==> config.mk <==
export PLATFORM = sky130hd
export DESIGN_NAME = gidr_regs
export DESIGN_NICKNAME = d
export VERILOG_FILES = /design/src/gidr_pkg.sv /design/src/gidr_regs.sv
export VERILOG_INCLUDE_DIRS = /design/src /design/src/src
export SDC_FILE = /design/constraint.sdc
export NUM_CORES = 1
export LEC_CHECK = 0
export ABC_AREA = 0
export BUFFER_PORTS_ARGS = -buffer_cell sky130_fd_sc_hd__buf_2
export CORE_MARGIN = 1.5
export CORE_UTILIZATION = 46
export DETAILED_ROUTE_END_ITERATION = 10
export PLACE_DENSITY = 0.72
export SYNTH_ARGS = -nofsm -noshare
export SYNTH_HDL_FRONTEND = slang
export SYNTH_SLANG_ARGS = --single-unit
==> constraint.sdc <==
create_clock -name clk_in -period 1.1 [get_ports clk_in]
set_input_delay 0.22 -clock clk_in [delete_from_list [all_inputs] [get_ports clk_in]]
set_output_delay 0.22 -clock clk_in [all_outputs]
set_load 0.05 [all_outputs]
==> src/gidr_cfg.svh <==
// register offsets, field masks, reset values and timing counts of the pin control block
`ifndef GIDR_CFG_SVH
`define GIDR_CFG_SVH

// ---------------------------------------------------------------
// register offsets
// ---------------------------------------------------------------
`define GIDR_OFS_IRQ_EN_LO   8'h1f
`define GIDR_OFS_IRQ_EN_HI   8'h20
`define GIDR_OFS_DEB_BYP_LO  8'h21
`define GIDR_OFS_DEB_BYP_HI  8'h22
`define GIDR_OFS_OUT_LVL_LO  8'h23

// ---------------------------------------------------------------
// field masks and reset values
// ---------------------------------------------------------------
`define GIDR_MASK_LO_FULL    8'h3f
`define GIDR_MASK_LO_BASE    8'h1f
`define GIDR_MASK_HI         8'h1f
`define GIDR_RESET_VALUE     8'h00
`define GIDR_PIN_COUNT       11
`define GIDR_LO_PINS         6
`define GIDR_HI_PINS         5

// ---------------------------------------------------------------
// timing
// ---------------------------------------------------------------
`define GIDR_CLK_PERIOD_NS   20
`define GIDR_DEB_TIME_NS     1000
`define GIDR_DEB_CYCLES      ((`GIDR_DEB_TIME_NS + `GIDR_CLK_PERIOD_NS - 1) / `GIDR_CLK_PERIOD_NS)
`define GIDR_DEB_CNT_W       6

`endif

==> src/gidr_pkg.sv <==
// types shared by the pin control block
package gidr_pkg;

  typedef logic [7:0] gidr_byte_t;

  // one-hot register select
  typedef enum logic [5:0] {
    GIDR_SEL_NONE   = 6'h01,
    GIDR_SEL_EN_LO  = 6'h02,
    GIDR_SEL_EN_HI  = 6'h04,
    GIDR_SEL_DEB_LO = 6'h08,
    GIDR_SEL_DEB_HI = 6'h10,
    GIDR_SEL_OUT_LO = 6'h20
  } gidr_sel_t;

endpackage : gidr_pkg

==> src/gidr_regs.sv <==
// pin control registers: input interrupt enables, debounce bypass, output levels
`timescale 1ns/1ns
`include "gidr_cfg.svh"

module gidr_regs #(
  parameter bit SIXTH_PIN = 1'b0                          // extra-pin variant present
) (
  input  wire logic         clk_in,                       // 50 MHz core clock
  input  wire logic         rst_b_in,                     // async reset, active low
  input  wire logic [7:0]   reg_addr_in,                  // register offset
  input  wire logic [7:0]   reg_wdata_in,                 // write data
  input  wire logic         reg_wr_in,                    // write strobe, one cycle
  input  wire logic         reg_rd_in,                    // read strobe, one cycle
  input  wire logic [10:0]  general_input_in,             // input pin levels, async
  input  wire logic [10:0]  irq_polarity_in,              // level select per input
  input  wire logic [10:0]  fifo_logging_enable_in,       // event fifo mode per input
  input  wire logic [10:0]  irq_flag_clear_in,            // clear pulse per flag
  output logic [7:0]        reg_rdata_out,                // read data
  output logic [10:0]       input_irq_flag_out,           // per-input flags
  output logic [10:0]       input_level_out,              // debounced levels
  output logic              input_irq_summary_out,        // summary interrupt bit
  output logic [5:0]        general_output_out            // output levels 1-6
);

  // ---------------------------------------------------------------
  // register storage
  // ---------------------------------------------------------------
  gidr_pkg::gidr_byte_t irq_en_lo;
  gidr_pkg::gidr_byte_t irq_en_hi;
  gidr_pkg::gidr_byte_t deb_byp_lo;
  gidr_pkg::gidr_byte_t deb_byp_hi;
  gidr_pkg::gidr_byte_t out_lvl_lo;
  gidr_pkg::gidr_sel_t  sel;
  gidr_pkg::gidr_byte_t lo_mask;

  logic [10:0] irq_en_all;
  logic [10:0] deb_byp_all;
  logic [10:0] sync1;
  logic [10:0] sync2;
  logic [10:0] sync3;
  logic [10:0] level;
  logic [10:0] cond;
  logic [10:0] next_flag;

  // sixth pin bit is reserved unless the variant has the pin
  // sixth pin gating
  assign lo_mask = SIXTH_PIN ? `GIDR_MASK_LO_FULL : `GIDR_MASK_LO_BASE;

  // address decode into a one-hot select
  always_comb begin
    unique case (reg_addr_in)
      `GIDR_OFS_IRQ_EN_LO:  sel = gidr_pkg::GIDR_SEL_EN_LO;
      `GIDR_OFS_IRQ_EN_HI:  sel = gidr_pkg::GIDR_SEL_EN_HI;
      `GIDR_OFS_DEB_BYP_LO: sel = gidr_pkg::GIDR_SEL_DEB_LO;
      `GIDR_OFS_DEB_BYP_HI: sel = gidr_pkg::GIDR_SEL_DEB_HI;
      `GIDR_OFS_OUT_LVL_LO: sel = gidr_pkg::GIDR_SEL_OUT_LO;
      default:              sel = gidr_pkg::GIDR_SEL_NONE;
    endcase
  end

  // writes; reserved bits are masked so they never store
  // masked writes
  always_ff @(posedge clk_in or negedge rst_b_in) begin
    if (!rst_b_in) begin
      irq_en_lo  <= `GIDR_RESET_VALUE;
      irq_en_hi  <= `GIDR_RESET_VALUE;
      deb_byp_lo <= `GIDR_RESET_VALUE;
      deb_byp_hi <= `GIDR_RESET_VALUE;
      out_lvl_lo <= `GIDR_RESET_VALUE;
    end else if (reg_wr_in) begin
      unique case (sel)
        gidr_pkg::GIDR_SEL_EN_LO:  irq_en_lo  <= reg_wdata_in & lo_mask;
        gidr_pkg::GIDR_SEL_EN_HI:  irq_en_hi  <= reg_wdata_in & `GIDR_MASK_HI;
        gidr_pkg::GIDR_SEL_DEB_LO: deb_byp_lo <= reg_wdata_in & lo_mask;
        gidr_pkg::GIDR_SEL_DEB_HI: deb_byp_hi <= reg_wdata_in & `GIDR_MASK_HI;
        gidr_pkg::GIDR_SEL_OUT_LO: out_lvl_lo <= reg_wdata_in & lo_mask;
        gidr_pkg::GIDR_SEL_NONE:   ;
      endcase
    end
  end

  // read path; unmapped offsets answer zero
  // zero for unmapped
  always_ff @(posedge clk_in or negedge rst_b_in) begin
    if (!rst_b_in) begin
      reg_rdata_out <= `GIDR_RESET_VALUE;
    end else if (reg_rd_in) begin
      unique case (sel)
        gidr_pkg::GIDR_SEL_EN_LO:  reg_rdata_out <= irq_en_lo;
        gidr_pkg::GIDR_SEL_EN_HI:  reg_rdata_out <= irq_en_hi;
        gidr_pkg::GIDR_SEL_DEB_LO: reg_rdata_out <= deb_byp_lo;
        gidr_pkg::GIDR_SEL_DEB_HI: reg_rdata_out <= deb_byp_hi;
        gidr_pkg::GIDR_SEL_OUT_LO: reg_rdata_out <= out_lvl_lo;
        gidr_pkg::GIDR_SEL_NONE:   reg_rdata_out <= `GIDR_RESET_VALUE;
      endcase
    end
  end

  // ---------------------------------------------------------------
  // outputs 1-6
  // ---------------------------------------------------------------
  // output levels follow register
  always_ff @(posedge clk_in or negedge rst_b_in) begin
    if (!rst_b_in) begin
      general_output_out <= 6'h00;
    end else begin
      general_output_out <= out_lvl_lo[5:0];
    end
  end

  // ---------------------------------------------------------------
  // input synchroniser and debounce
  // ---------------------------------------------------------------
  assign irq_en_all  = {irq_en_hi[4:0], irq_en_lo[5:0]};
  assign deb_byp_all = {deb_byp_hi[4:0], deb_byp_lo[5:0]};

  // three stages; sync1 feeds only sync2 to keep metastability contained
  always_ff @(posedge clk_in or negedge rst_b_in) begin
    if (!rst_b_in) begin
      sync1 <= 11'h000;
      sync2 <= 11'h000;
      sync3 <= 11'h000;
    end else begin
      sync1 <= general_input_in;
      sync2 <= sync1;
      sync3 <= sync2;
    end
  end

  genvar gi;
  generate
    for (gi = 0; gi < `GIDR_PIN_COUNT; gi++) begin : g_pin
      logic [`GIDR_DEB_CNT_W-1:0] cnt;
      logic                       agree;
      logic                       lvl;
      assign agree     = (sync2[gi] == sync3[gi]);
      // each pin owns its accepted level; the vector only gathers them
      assign level[gi] = lvl;

      // a new level counts only after the debounce window of agreement;
      // a glitch restarts the window, trading latency for noise immunity
      // debounce or bypass
      always_ff @(posedge clk_in or negedge rst_b_in) begin
        if (!rst_b_in) begin
          cnt <= '0;
          lvl <= 1'b0;
        end else if (!agree || (sync3[gi] == lvl)) begin
          cnt <= '0;
        end else if (deb_byp_all[gi] ||
                     (cnt == `GIDR_DEB_CNT_W'(`GIDR_DEB_CYCLES - 1))) begin
          cnt <= '0;
          lvl <= sync3[gi];
        end else begin
          cnt <= cnt + `GIDR_DEB_CNT_W'(1);
        end
      end
    end
  endgenerate

  always_ff @(posedge clk_in or negedge rst_b_in) begin
    if (!rst_b_in) begin
      input_level_out <= 11'h000;
    end else begin
      input_level_out <= level;
    end
  end

  // ---------------------------------------------------------------
  // interrupt flags and summary
  // ---------------------------------------------------------------
  // polarity selects condition
  assign cond = ~(level ^ irq_polarity_in);

  // set wins over a clear in the same cycle so no event is lost
  // fifo mode blocks flag
  assign next_flag = (input_irq_flag_out & ~irq_flag_clear_in) |
                     (cond & ~fifo_logging_enable_in);

  always_ff @(posedge clk_in or negedge rst_b_in) begin
    if (!rst_b_in) begin
      input_irq_flag_out <= 11'h000;
    end else begin
      input_irq_flag_out <= next_flag;
    end
  end

  // summary is a level: it drops as soon as no enabled cause remains
  // gated summary
  always_ff @(posedge clk_in or negedge rst_b_in) begin
    if (!rst_b_in) begin
      input_irq_summary_out <= 1'b0;
    end else begin
      input_irq_summary_out <= |(input_irq_flag_out & irq_en_all & cond &
                                 ~fifo_logging_enable_in);
    end
  end

  // ---------------------------------------------------------------
  // assertions
  // ---------------------------------------------------------------
  // summary needs enabled flag
  a_summary_cause : assert property (@(posedge clk_in) disable iff (!rst_b_in)
    input_irq_summary_out |-> $past(|(input_irq_flag_out & irq_en_all)))
    else $error("summary set without an enabled flag");

  a_disabled_quiet : assert property (@(posedge clk_in) disable iff (!rst_b_in)
    (irq_en_all == 11'h000) [*2] |-> !input_irq_summary_out)
    else $error("summary set with all enables off");

  a_summary_live : assert property (@(posedge clk_in) disable iff (!rst_b_in)
    input_irq_summary_out |-> $past(|(irq_en_all & cond & ~fifo_logging_enable_in)))
    else $error("summary set without a live enabled cause");

  a_enlo_reserved : assert property (@(posedge clk_in) disable iff (!rst_b_in)
    (irq_en_lo & ~lo_mask) == 8'h00)
    else $error("reserved enable low bits stored");

  a_enhi_reserved : assert property (@(posedge clk_in) disable iff (!rst_b_in)
    irq_en_hi[7:5] == 3'h0)
    else $error("reserved enable high bits stored");

  a_sixth_gate : assert property (@(posedge clk_in) disable iff (!rst_b_in)
    !SIXTH_PIN |-> !(irq_en_lo[5] | deb_byp_lo[5] | out_lvl_lo[5]))
    else $error("sixth pin bit stored on base variant");

  a_deb_reserved : assert property (@(posedge clk_in) disable iff (!rst_b_in)
    deb_byp_lo[7:6] == 2'h0 && deb_byp_hi[7:5] == 3'h0)
    else $error("reserved debounce bits stored");

  a_output_write : assert property (@(posedge clk_in) disable iff (!rst_b_in)
    reg_wr_in && reg_addr_in == `GIDR_OFS_OUT_LVL_LO
      |-> ##2 general_output_out == $past(reg_wdata_in[5:0] & lo_mask[5:0], 2))
    else $error("output level not written");

  a_out_reserved : assert property (@(posedge clk_in) disable iff (!rst_b_in)
    out_lvl_lo[7:6] == 2'h0)
    else $error("reserved output bits stored");

  a_bypass_fast : assert property (@(posedge clk_in) disable iff (!rst_b_in)
    deb_byp_all[0] && sync2[0] == sync3[0] && sync3[0] != level[0]
      |=> level[0] == $past(sync3[0]))
    else $error("bypassed input not taken at once");

  a_debounce_wait : assert property (@(posedge clk_in) disable iff (!rst_b_in)
    $changed(level[0]) && !$past(deb_byp_all[0])
      |-> $past(g_pin[0].cnt) == `GIDR_DEB_CNT_W'(`GIDR_DEB_CYCLES - 1))
    else $error("debounced level changed early");

  a_flag_cause : assert property (@(posedge clk_in) disable iff (!rst_b_in)
    $rose(input_irq_flag_out[0])
      |-> $past(!fifo_logging_enable_in[0] &&
                level[0] == irq_polarity_in[0]))
    else $error("flag set without its level condition");

  a_fifo_blocks : assert property (@(posedge clk_in) disable iff (!rst_b_in)
    fifo_logging_enable_in[0] |=> !$rose(input_irq_flag_out[0]))
    else $error("flag rose while its input logs to the fifo");

  a_set_wins : assert property (@(posedge clk_in) disable iff (!rst_b_in)
    irq_flag_clear_in[0] && cond[0] && !fifo_logging_enable_in[0]
      |=> input_irq_flag_out[0])
    else $error("flag clear beat a simultaneous set");

  a_unmapped_zero : assert property (@(posedge clk_in) disable iff (!rst_b_in)
    reg_rd_in && sel == gidr_pkg::GIDR_SEL_NONE |=> reg_rdata_out == 8'h00)
    else $error("unmapped read not zero");

  c_summary : cover property (@(posedge clk_in) disable iff (!rst_b_in)
    $rose(input_irq_summary_out));
  c_debounced : cover property (@(posedge clk_in) disable iff (!rst_b_in)
    $changed(level[0]) && !deb_byp_all[0]);
  c_set_clear : cover property (@(posedge clk_in) disable iff (!rst_b_in)
    irq_flag_clear_in[0] && cond[0] && !fifo_logging_enable_in[0]);
  c_fifo_blocked : cover property (@(posedge clk_in) disable iff (!rst_b_in)
    fifo_logging_enable_in[1] && cond[1]);

endmodule : gidr_regs

==> impl_metrics.toml, run 1 <==
[status]
status = "complete, but fails checks"
failed_checks = "DRC, setup timing"

[pwr]
power.internal_mw = 11.0
clock_power_share = 0.420
swShare = 0.262
pwr-share-comb = 0.132
max-vdd-ir-drop_mv = 1.26
p_total_mw = 14.9
p_sw_mw = 3.89
seqPwrFrac = 0.447
leakage_nw = 4.80
power_density_mw_per_mm2 = 1370

[drt]
ant_nets = 0
dr.max_layer_used = "met4"
drc_errors = 5
dr_total_vias = 5633
drt-total-wl_um = 19200
firstDrtPassIters = 10
drt-wirelength-per-cell_um = 18.0
met3WireLength_um = 820
first_iter_violations = 201
avgViaCountPerCell = 5.29
met2_length_um = 10500
m1WireLength_um = 7140

[placement]
gp_congestion = 0.840
io_buffers = 93
place_area_mm2 = 0.00845
dp_hpwl_um = 11400

[clock_network]
cts_sinks = 168
ctsLongestPathBuffers = 2
tritoncts = "done"
h-tree-depth = 4
clkLatencyLatePin_ns = 0.43
cts_made_buffers = 17
clockRootBuffer = "clkbuf_16"
clkSlewWorstSetupHoldPaths_ns = 0.06

[synth]
ys_warn_count = 0
synthArstFlopShare = 1.00
synth_flop_cell = "dfrtp_1"
syn_area_mm2 = 0.00693
yosys-top-cells-area = "dfrtp_1, nor2_1, mux2_2"
synth-seq-cells = 168
syn_avg_cell_area_um2 = 11.6
synth_top_area_frac = 0.606
synthCells = 599
synth_top_area_cell = "dfrtp_1"
yosysSeqAreaShare = 0.606
ys_types = 35
synth-edff-count = 0

[critical_path]
slowest_delay_ns = 0.45
required_ns = 1.39
worstReg2RegEnd = "input_irq_summary_out"
critPathLaunchType = "register"
critPathSlowestCell = "dfrtp_2"
ff2ff_path_depth = 5
path_max_fanout = 3
worstPathCellList = "xor2_2, nor3_2, buf_4, a31oi_1, nand4_1"
cp.arrival_ns = 1.65
cp-startpoint = "g_pin[10].lvl"
rr_startpoint = "g_pin[10].lvl"
crit_path_end_kind = "register"
crit_type = "reg2reg"
reg2reg_setup_slack_ns = -0.25
crit_path_end = "input_irq_summary_out"

[job]
cap_violations = 0

[sta]
rsz0062_at_grt = "true"
setup_violations = 109
whs_ns = 0.0844
fmax_mhz = 739
fin_setup_tns_ns = -6.68
slew_violations = 0
period_share = 1.23
period_needed_ns = 1.35
finClkSkew_ns = 0.00711
setup_slack_ns = -0.253
hold_violations = 0

[cells_and_area]
drive_above_1_share = 0.496
stdcell_area_mm2 = 0.0108
final_nets = 952
area_delta_synth_final_pct = 56.3

[global_route]
overflow = 0
grt_antenna_before_repair = 2
track_usage = 0.233
grt_pass1_wl_um = 28800
grt_pass1_vias = 6056
grt_max_degree = 40

[floorplan]
die_x_um = 126
rows = 44
core_area_mm2 = 0.0146
dieArea_mm2 = 0.0158
num_io_pins = 101
initial_utilization = 0.473
die_y_um = 126

[min_path]
hold_class = "in2reg"
final cells by class:
type | count | area, µm²
Clock buffer | 17 | 425
Inverter | 50 | 200
Sequential cell | 168 | 4210
Fill cell | 879 | 3810
Timing Repair Buffer | 253 | 2100
Multi-Input combinational cell | 376 | 3470
Antenna cell | 1 | 2.50
Clock inverter | 15 | 193
Tap cell | 184 | 230
how the worst min path moves through the flow:
stage / start / to / slack, ns / depth (start not counted)
floorplan: rst_b_in / deb_byp_hi[0] / -0.08 / 0
global placement: rst_b_in / input_irq_flag_out[5] / 0.18 / 1
detailed placement: rst_b_in / input_irq_flag_out[5] / 0.18 / 1
CTS: irq_polarity_in[7] / input_irq_flag_out[7] / 0.06 / 3
global route: irq_polarity_in[7] / input_irq_flag_out[7] / 0.09 / 3
finish: irq_polarity_in[7] / input_irq_flag_out[7] / 0.08 / 3
sequential cells by signal, summed over array words and instances (netlist names):
name                   cells
general_output_out         5
deb_byp_lo                 5
sync1                     11
input_level_out           11
g_pin.lvl                 11
deb_byp_hi                 5
g_pin.cnt                 66
reg_rdata_out              5
sync2                     11
out_lvl_lo                 5
irq_en_hi                  5
input_irq_flag_out        11
input_irq_summary_out      1
irq_en_lo                  5
sync3                     11
layer usage:
| layer | track usage | vias up |
|---|---|---|
| met5 | 0 | - |
| met4 | 0.127 | 0 |
| met3 | 0.0548 | 57 |
| met2 | 0.413 | 165 |
| met1 | 0.259 | 2838 |
| li1 | - | 2573 |
synthesized netlist by cell type (all sizes together), types with 6 or more instances:
| cell | number |
|---|---|
| dfrtp | 168 |
| nor2 | 101 |
| inv | 50 |
| xor2 | 33 |
| mux2 | 30 |
| nand3 | 27 |
| o21ai | 23 |
| ha | 22 |
| xnor2 | 22 |
| nand2 | 19 |
| nor3 | 19 |
| and3 | 11 |
| o22ai | 11 |
| a41oi | 10 |
| o2bb2ai | 10 |
| a31oi | 8 |
| buf | 6 |
critical path: cells and delay by family, from the launching register on:
family | cells | cell delay (ns)
buffers and inverters | 1 | 0.15
AO/OA/AOI/OAI | 1 | 0.21
AND/OR/NAND/NOR | 2 | 0.22
XOR/XNOR | 1 | 0.19
flip-flops | 1 | 0.45
power groups by stage:
stage | registers [mW] | logic (mW) | clock network [mW]
5_1_grt | 6.66 | 2.10 | 6.58
2_1_floorplan | 6.95 | 0.437 | 0
6_report | 6.64 | 1.97 | 6.24
3_5_place_dp | 6.72 | 1.33 | 0
4_1_cts | 6.61 | 1.80 | 6.31
3_3_place_gp | 6.71 | 1.29 | 0
cells by family after synthesis:
kind of cell,after synthesis,synth area share
mux,30,0.0487
buf+inv,58,0.0343
simple gates,187,0.122
compound gates,78,0.0785
other cells,1,0.000541
flops,168,0.606
xor+xnor,55,0.0695
fa+ha+maj,22,0.0397
placed cells by master, fill, tap and decap left out, types with 12 or more instances in the layout:
| master | netlist | layout |
|---|---|---|
| buf_4 | 5 | 107 |
| xor2_1 | 33 | 27 |
| clkbuf_16 | 0 | 17 |
| dlygate4sd3_1 | 0 | 34 |
| nor3_2 | 1 | 12 |
| buf_6 | 0 | 48 |
| dfrtp_1 | 168 | 160 |
| nand3_2 | 0 | 14 |
| mux2_2 | 30 | 21 |
| inv_1 | 50 | 41 |
| nand2_1 | 19 | 19 |
| buf_2 | 1 | 57 |
| nor2_1 | 101 | 80 |
| xnor2_1 | 22 | 22 |
| nor2_2 | 0 | 19 |
through the flow:
stage / setup slack (ns) / utilization / cells
2_1_floorplan: -0.248 / - / 602
3_3_place_gp: -0.529 / 0.577 / 953
3_5_place_dp: -0.589 / 0.577 / 953
4_1_cts: -0.237 / 0.705 / 1054
5_1_grt: -0.333 / 0.740 / 1064
6_report: -0.253 / 0.740 / 1064
repair_timing:
action	4_1_cts	5_1_grt
pin swaps	83	43
hold buffers	34	0
hold endpoints to repair	49	0
setup buffers	35	9
gates resized for setup	159	102
endpoints found under the setup margin	136	135
Note: power is estimated with default switching activity, not from simulation.
==> run 2, diff against run 1 <==
Settings changed: ABC_CLOCK_PERIOD_IN_PS set to 1100, BUFFER_PORTS_ARGS -buffer_cell sky130_fd_sc_hd__buf_2 to unset, DONT_BUFFER_PORTS set to 1, PLACE_DENSITY 0.72 to 0.66.
==> impl_metrics.toml, run 2 (synthesis gave the netlist of run 1 again) <==
[status]
status = "complete, but fails checks"
failed_checks = "DRC, hold timing, setup timing"

[sta]
slew_violations = 0
setup_violations = 91
setup_slack_ns = -0.158
fmax_mhz = 795
period_needed_ns = 1.26
fin_setup_tns_ns = -5.57
hold_violations = 169
whs_ns = -0.509
period_share = 1.14
finClkSkew_ns = 0.00805
rsz0062_at_grt = "true"

[pwr]
seqPwrFrac = 0.450
pwr-share-comb = 0.105
power_density_mw_per_mm2 = 1440
clock_power_share = 0.445
leakage_nw = 4.41
max-vdd-ir-drop_mv = 1.46
swShare = 0.242
p_sw_mw = 3.56
power.internal_mw = 11.2

[cells_and_area]
final_core_utilization = 0.697
largest_register_ffs = 66
layout_commonest_cell = "dfrtp_1"
diodes = 0
register_area_mm2 = 0.00421
largest-register = "g_pin.cnt"
final_nets = 867
drive_above_1_share = 0.427
final_cells = 978
fillers = 975
area_delta_synth_final_pct = 47.3
multiInputGateArea_mm2 = 0.00340
final_cell_mix = "dfrtp_1, buf_4, nor2_1"

[min_path]
hold_class = "in2async"

[critical_path]
cp-startpoint = "irq_en_hi[3]"
crit_type = "reg2reg"
crit_path_end_kind = "register"
path_max_fanout = 3
crit_path_end = "input_irq_summary_out"
reg2reg_setup_slack_ns = -0.16
ff2ff_path_depth = 5
worstReg2RegEnd = "input_irq_summary_out"
cp.arrival_ns = 1.54
required_ns = 1.38
critPathLaunchType = "register"
rr_startpoint = "irq_en_hi[3]"

[placement]
gp_congestion = 0.796
dp_hpwl_um = 10300
io_buffers = 0
dp_cells = 871

[clock_network]
hold_buffers = 42
clkLatencyLatePin_ns = 0.43
tritoncts = "done"
cts_made_buffers = 17
h-tree-depth = 4
ctsLongestPathBuffers = 2
cts_sinks = 168
clkSlewWorstSetupHoldPaths_ns = 0.06
clockRootBuffer = "clkbuf_16"

[drt]
avgViaCountPerCell = 5.24
first_iter_violations = 242
dr_total_vias = 5128
drc_errors = 5
firstDrtPassIters = 9
ant_nets = 0
drt-wirelength-per-cell_um = 17.1
drt-total-wl_um = 16700

[global_route]
overflow = 0
grt_max_degree = 169
grt_pass1_wl_um = 26400
track_usage = 0.214
grt_antenna_before_repair = 0
grt_pass1_vias = 5494

[floorplan]
dieArea_mm2 = 0.0158
rows = 44
die_x_um = 126
num_io_pins = 101
initial_utilization = 0.473
core_area_mm2 = 0.0146
die_y_um = 126

[job]
cap_violations = 0
run 2: layout make-up:
type | instances | share of cell area
inverter | 50 | 0.0194
timing repair buffer | 168 | 0.149
tap | 184 | 0.0225
clock inverter | 12 | 0.0181
sequential | 168 | 0.413
multi-input combinational | 376 | 0.333
clock buffer | 20 | 0.0457
run 2: stage by stage:
step	hold slack (ns)	total power, mW	area (µm²)	setup slack, ns
2_1_floorplan	-0.0756	7.39	7140	-0.248
3_3_place_gp	-0.0681	7.70	8010	-0.323
3_5_place_dp	-0.0696	7.74	8010	-0.351
4_1_cts	-0.535	14.7	9710	-0.170
5_1_grt	-0.535	15.2	10200	-0.198
6_report	-0.509	14.7	10200	-0.158
run 2: how the worst min path moves through the flow:
stage	start	endpoint	slack [ns]	depth (start not counted)
after floorplan	rst_b_in	deb_byp_hi[0]	-0.08	0
after global placement	rst_b_in	g_pin[5].cnt[5]	-0.07	0
after detailed placement	rst_b_in	g_pin[5].cnt[4]	-0.07	0
after CTS	rst_b_in	input_irq_flag_out[6]	-0.53	0
after global routing	rst_b_in	input_irq_flag_out[5]	-0.53	0
final	rst_b_in	input_irq_flag_out[5]	-0.51	0
run 2: timing repair:
action                                  CTS  global route
pin swaps                                83            47
endpoints found under the setup margin  116           116
resized for setup                       106           101
setup buffers                            26             8
endpoints found under the hold margin   220           168
run 2: worst max-delay path: stages, from the launching register on:
cell	delay, ns
dfrtp_1	0.42
buf_4	0.15
nand2_2	0.06
nor3_2	0.05
nor4_1	0.30
nand4_1	0.13
run 2: power by group through the flow:
stage / logic [mW] / clock network [mW] / registers, mW
2_1_floorplan: 0.437 / 0 / 6.95
3_3_place_gp: 0.995 / 0 / 6.71
3_5_place_dp: 1.02 / 0 / 6.72
4_1_cts: 1.40 / 6.67 / 6.61
5_1_grt: 1.65 / 6.90 / 6.65
6_report: 1.55 / 6.56 / 6.63
run 2: routing by layer:
metal / vias to the layer above / track usage / share of wire / routed length [µm]
met2: 119 / 0.380 / 0.54 / 8960
met3: 28 / 0.0573 / 0.040 / 666
met4: 0 / 0.0703 / 0.021 / 359
li1: 2402 / - / - / -
met1: 2579 / 0.251 / 0.40 / 6740
met5: - / 0 / 0 / 0
==> run 3, diff against run 2 <==
Settings changed: PLACE_DENSITY 0.66 to unset.
==> impl_metrics.toml, run 3 (synthesis gave the netlist of run 1 again) <==
[critical_path]
reg2reg_setup_slack_ns = -0.19
crit_path_end_kind = "register"
cp.arrival_ns = 1.59
crit_type = "reg2reg"
required_ns = 1.40
path_max_fanout = 2
critPathLaunchType = "register"

[drt]
ant_nets = 0
drt-total-wl_um = 16600
firstDrtPassIters = 8
avgViaCountPerCell = 5.24
drc_errors = 8
drt-wirelength-per-cell_um = 16.9
first_iter_violations = 371
dr_total_vias = 5149

[cells_and_area]
final_cells = 982
largest-register = "g_pin.cnt"
stdcell_area_mm2 = 0.0103
area_delta_synth_final_pct = 48.3
drive_above_1_share = 0.427
final_nets = 871
layout_commonest_cell = "dfrtp_1"
diodes = 0
largest_register_ffs = 66
final_cell_mix = "dfrtp_1, buf_4, nor2_1"
fillers = 974

[status]
status = "complete, but fails checks"
failed_checks = "DRC, hold timing, setup timing"

[global_route]
overflow = 0
grt_max_degree = 169
grt_pass1_vias = 5277
grt_pass1_wl_um = 26500
grt_antenna_before_repair = 0
track_usage = 0.215

[placement]
gp_congestion = 0.817
dp_cells = 870
place_area_mm2 = 0.00801
dp_hpwl_um = 10000
io_buffers = 0
dp_worst_setup_slack_ns = -0.343

[pwr]
max-vdd-ir-drop_mv = 1.16
leakage_nw = 4.44
power_density_mw_per_mm2 = 1440

[clock_network]
h-tree-depth = 4
clkLatencyLatePin_ns = 0.43
cts_sinks = 168
tritoncts = "done"
clkSlewWorstSetupHoldPaths_ns = 0.06
hold_buffers = 42
cts_made_buffers = 17
clockRootBuffer = "clkbuf_16"
ctsLongestPathBuffers = 2

[floorplan]
die_x_um = 126
dieArea_mm2 = 0.0158
initial_utilization = 0.473
core_area_mm2 = 0.0146
rows = 44
num_io_pins = 101
die_y_um = 126

[min_path]
hold_class = "in2async"

[job]
cap_violations = 0

[sta]
whs_ns = -0.517
fmax_mhz = 778
setup_slack_ns = -0.186
slew_violations = 0
period_needed_ns = 1.29
finClkSkew_ns = 0.0135
setup_violations = 94
period_share = 1.17
rsz0062_at_grt = "true"
hold_violations = 169
-- run 3: changes by cell type in the layout (fill, tap and decap cells not counted), moves of 4 or more --
cell	before	now
nor2_1	73	80
nor2_2	26	20
nor3_2	10	16
inv_6	6	1
nand3_1	12	17
nand3_2	13	8
nor3_1	7	3
-- run 3: layer usage --
metal	share of wire	global-route usage	wire length (µm)
met1	0.42	0.276	6970
met2	0.53	0.370	8760
met3	0.038	0.0527	638
met4	0.014	0.0534	229
met5	0	0	0
-- run 3: final cells by class --
class	instances	area, µm²	area share
Clock buffer	21	460	0.0448
Clock inverter	11	195	0.0190
Inverter	50	195	0.0190
Multi-Input combinational cell	376	3420	0.333
Sequential cell	168	4210	0.409
Tap cell	184	230	0.0224
Timing Repair Buffer	172	1570	0.153
-- run 3: final timing paths --
| kind | start | to | cells after the start |
|---|---|---|---|
| max in group asynchronous | rst_b_in | g_pin[10].cnt[0] | 0 |
| worst max-delay path | g_pin[4].lvl | input_irq_summary_out | 5 |
| min in group clk_in | irq_polarity_in[3] | input_irq_flag_out[3] | 2 |
| worst min register to register | sync1[5] | sync2[5] | 0 |
| worst min-delay path | rst_b_in | input_level_out[5] | 0 |
| worst max register to register | g_pin[4].lvl | input_irq_summary_out | 5 |
-- run 3: through the flow --
| step | power [mW] | util | hold slack (ns) | setup TNS, ns |
|---|---|---|---|---|
| final | 14.8 | 0.702 | -0.517 | -6.28 |
| after global routing | 15.3 | 0.702 | -0.533 | -12.62 |
| after CTS | 14.7 | 0.664 | -0.532 | -7.13 |
| after detailed placement | 7.74 | 0.547 | -0.0725 | -12.38 |
| after global placement | 7.71 | 0.547 | -0.0718 | -9.61 |
| after floorplan | 7.39 | - | -0.0756 | -3.70 |
-- run 3: report_power, final --
part / leakage [nW] / switching [mW] / internal, mW
clock: 0.310 / 2.46 / 4.16
sequential: 2.12 / 0.214 / 6.42
combinational: 2.02 / 0.821 / 0.755
total: 4.44 / 3.49 / 11.3
-- run 3: repair_timing --
item,CTS,global route
gates resized for setup,108,98
endpoints found under the setup margin,116,116
cloned,0,0
buffers inserted,22,16
endpoints found under the hold margin,220,169
pin swaps,69,44
-- run 3: critical path, cell delays in order, from the launching register on --
cell,delay (ns)
dfrtp_2,0.44
xor2_2,0.22
nor3_2,0.08
a31oi_1,0.20
buf_4,0.15
nand4_1,0.08
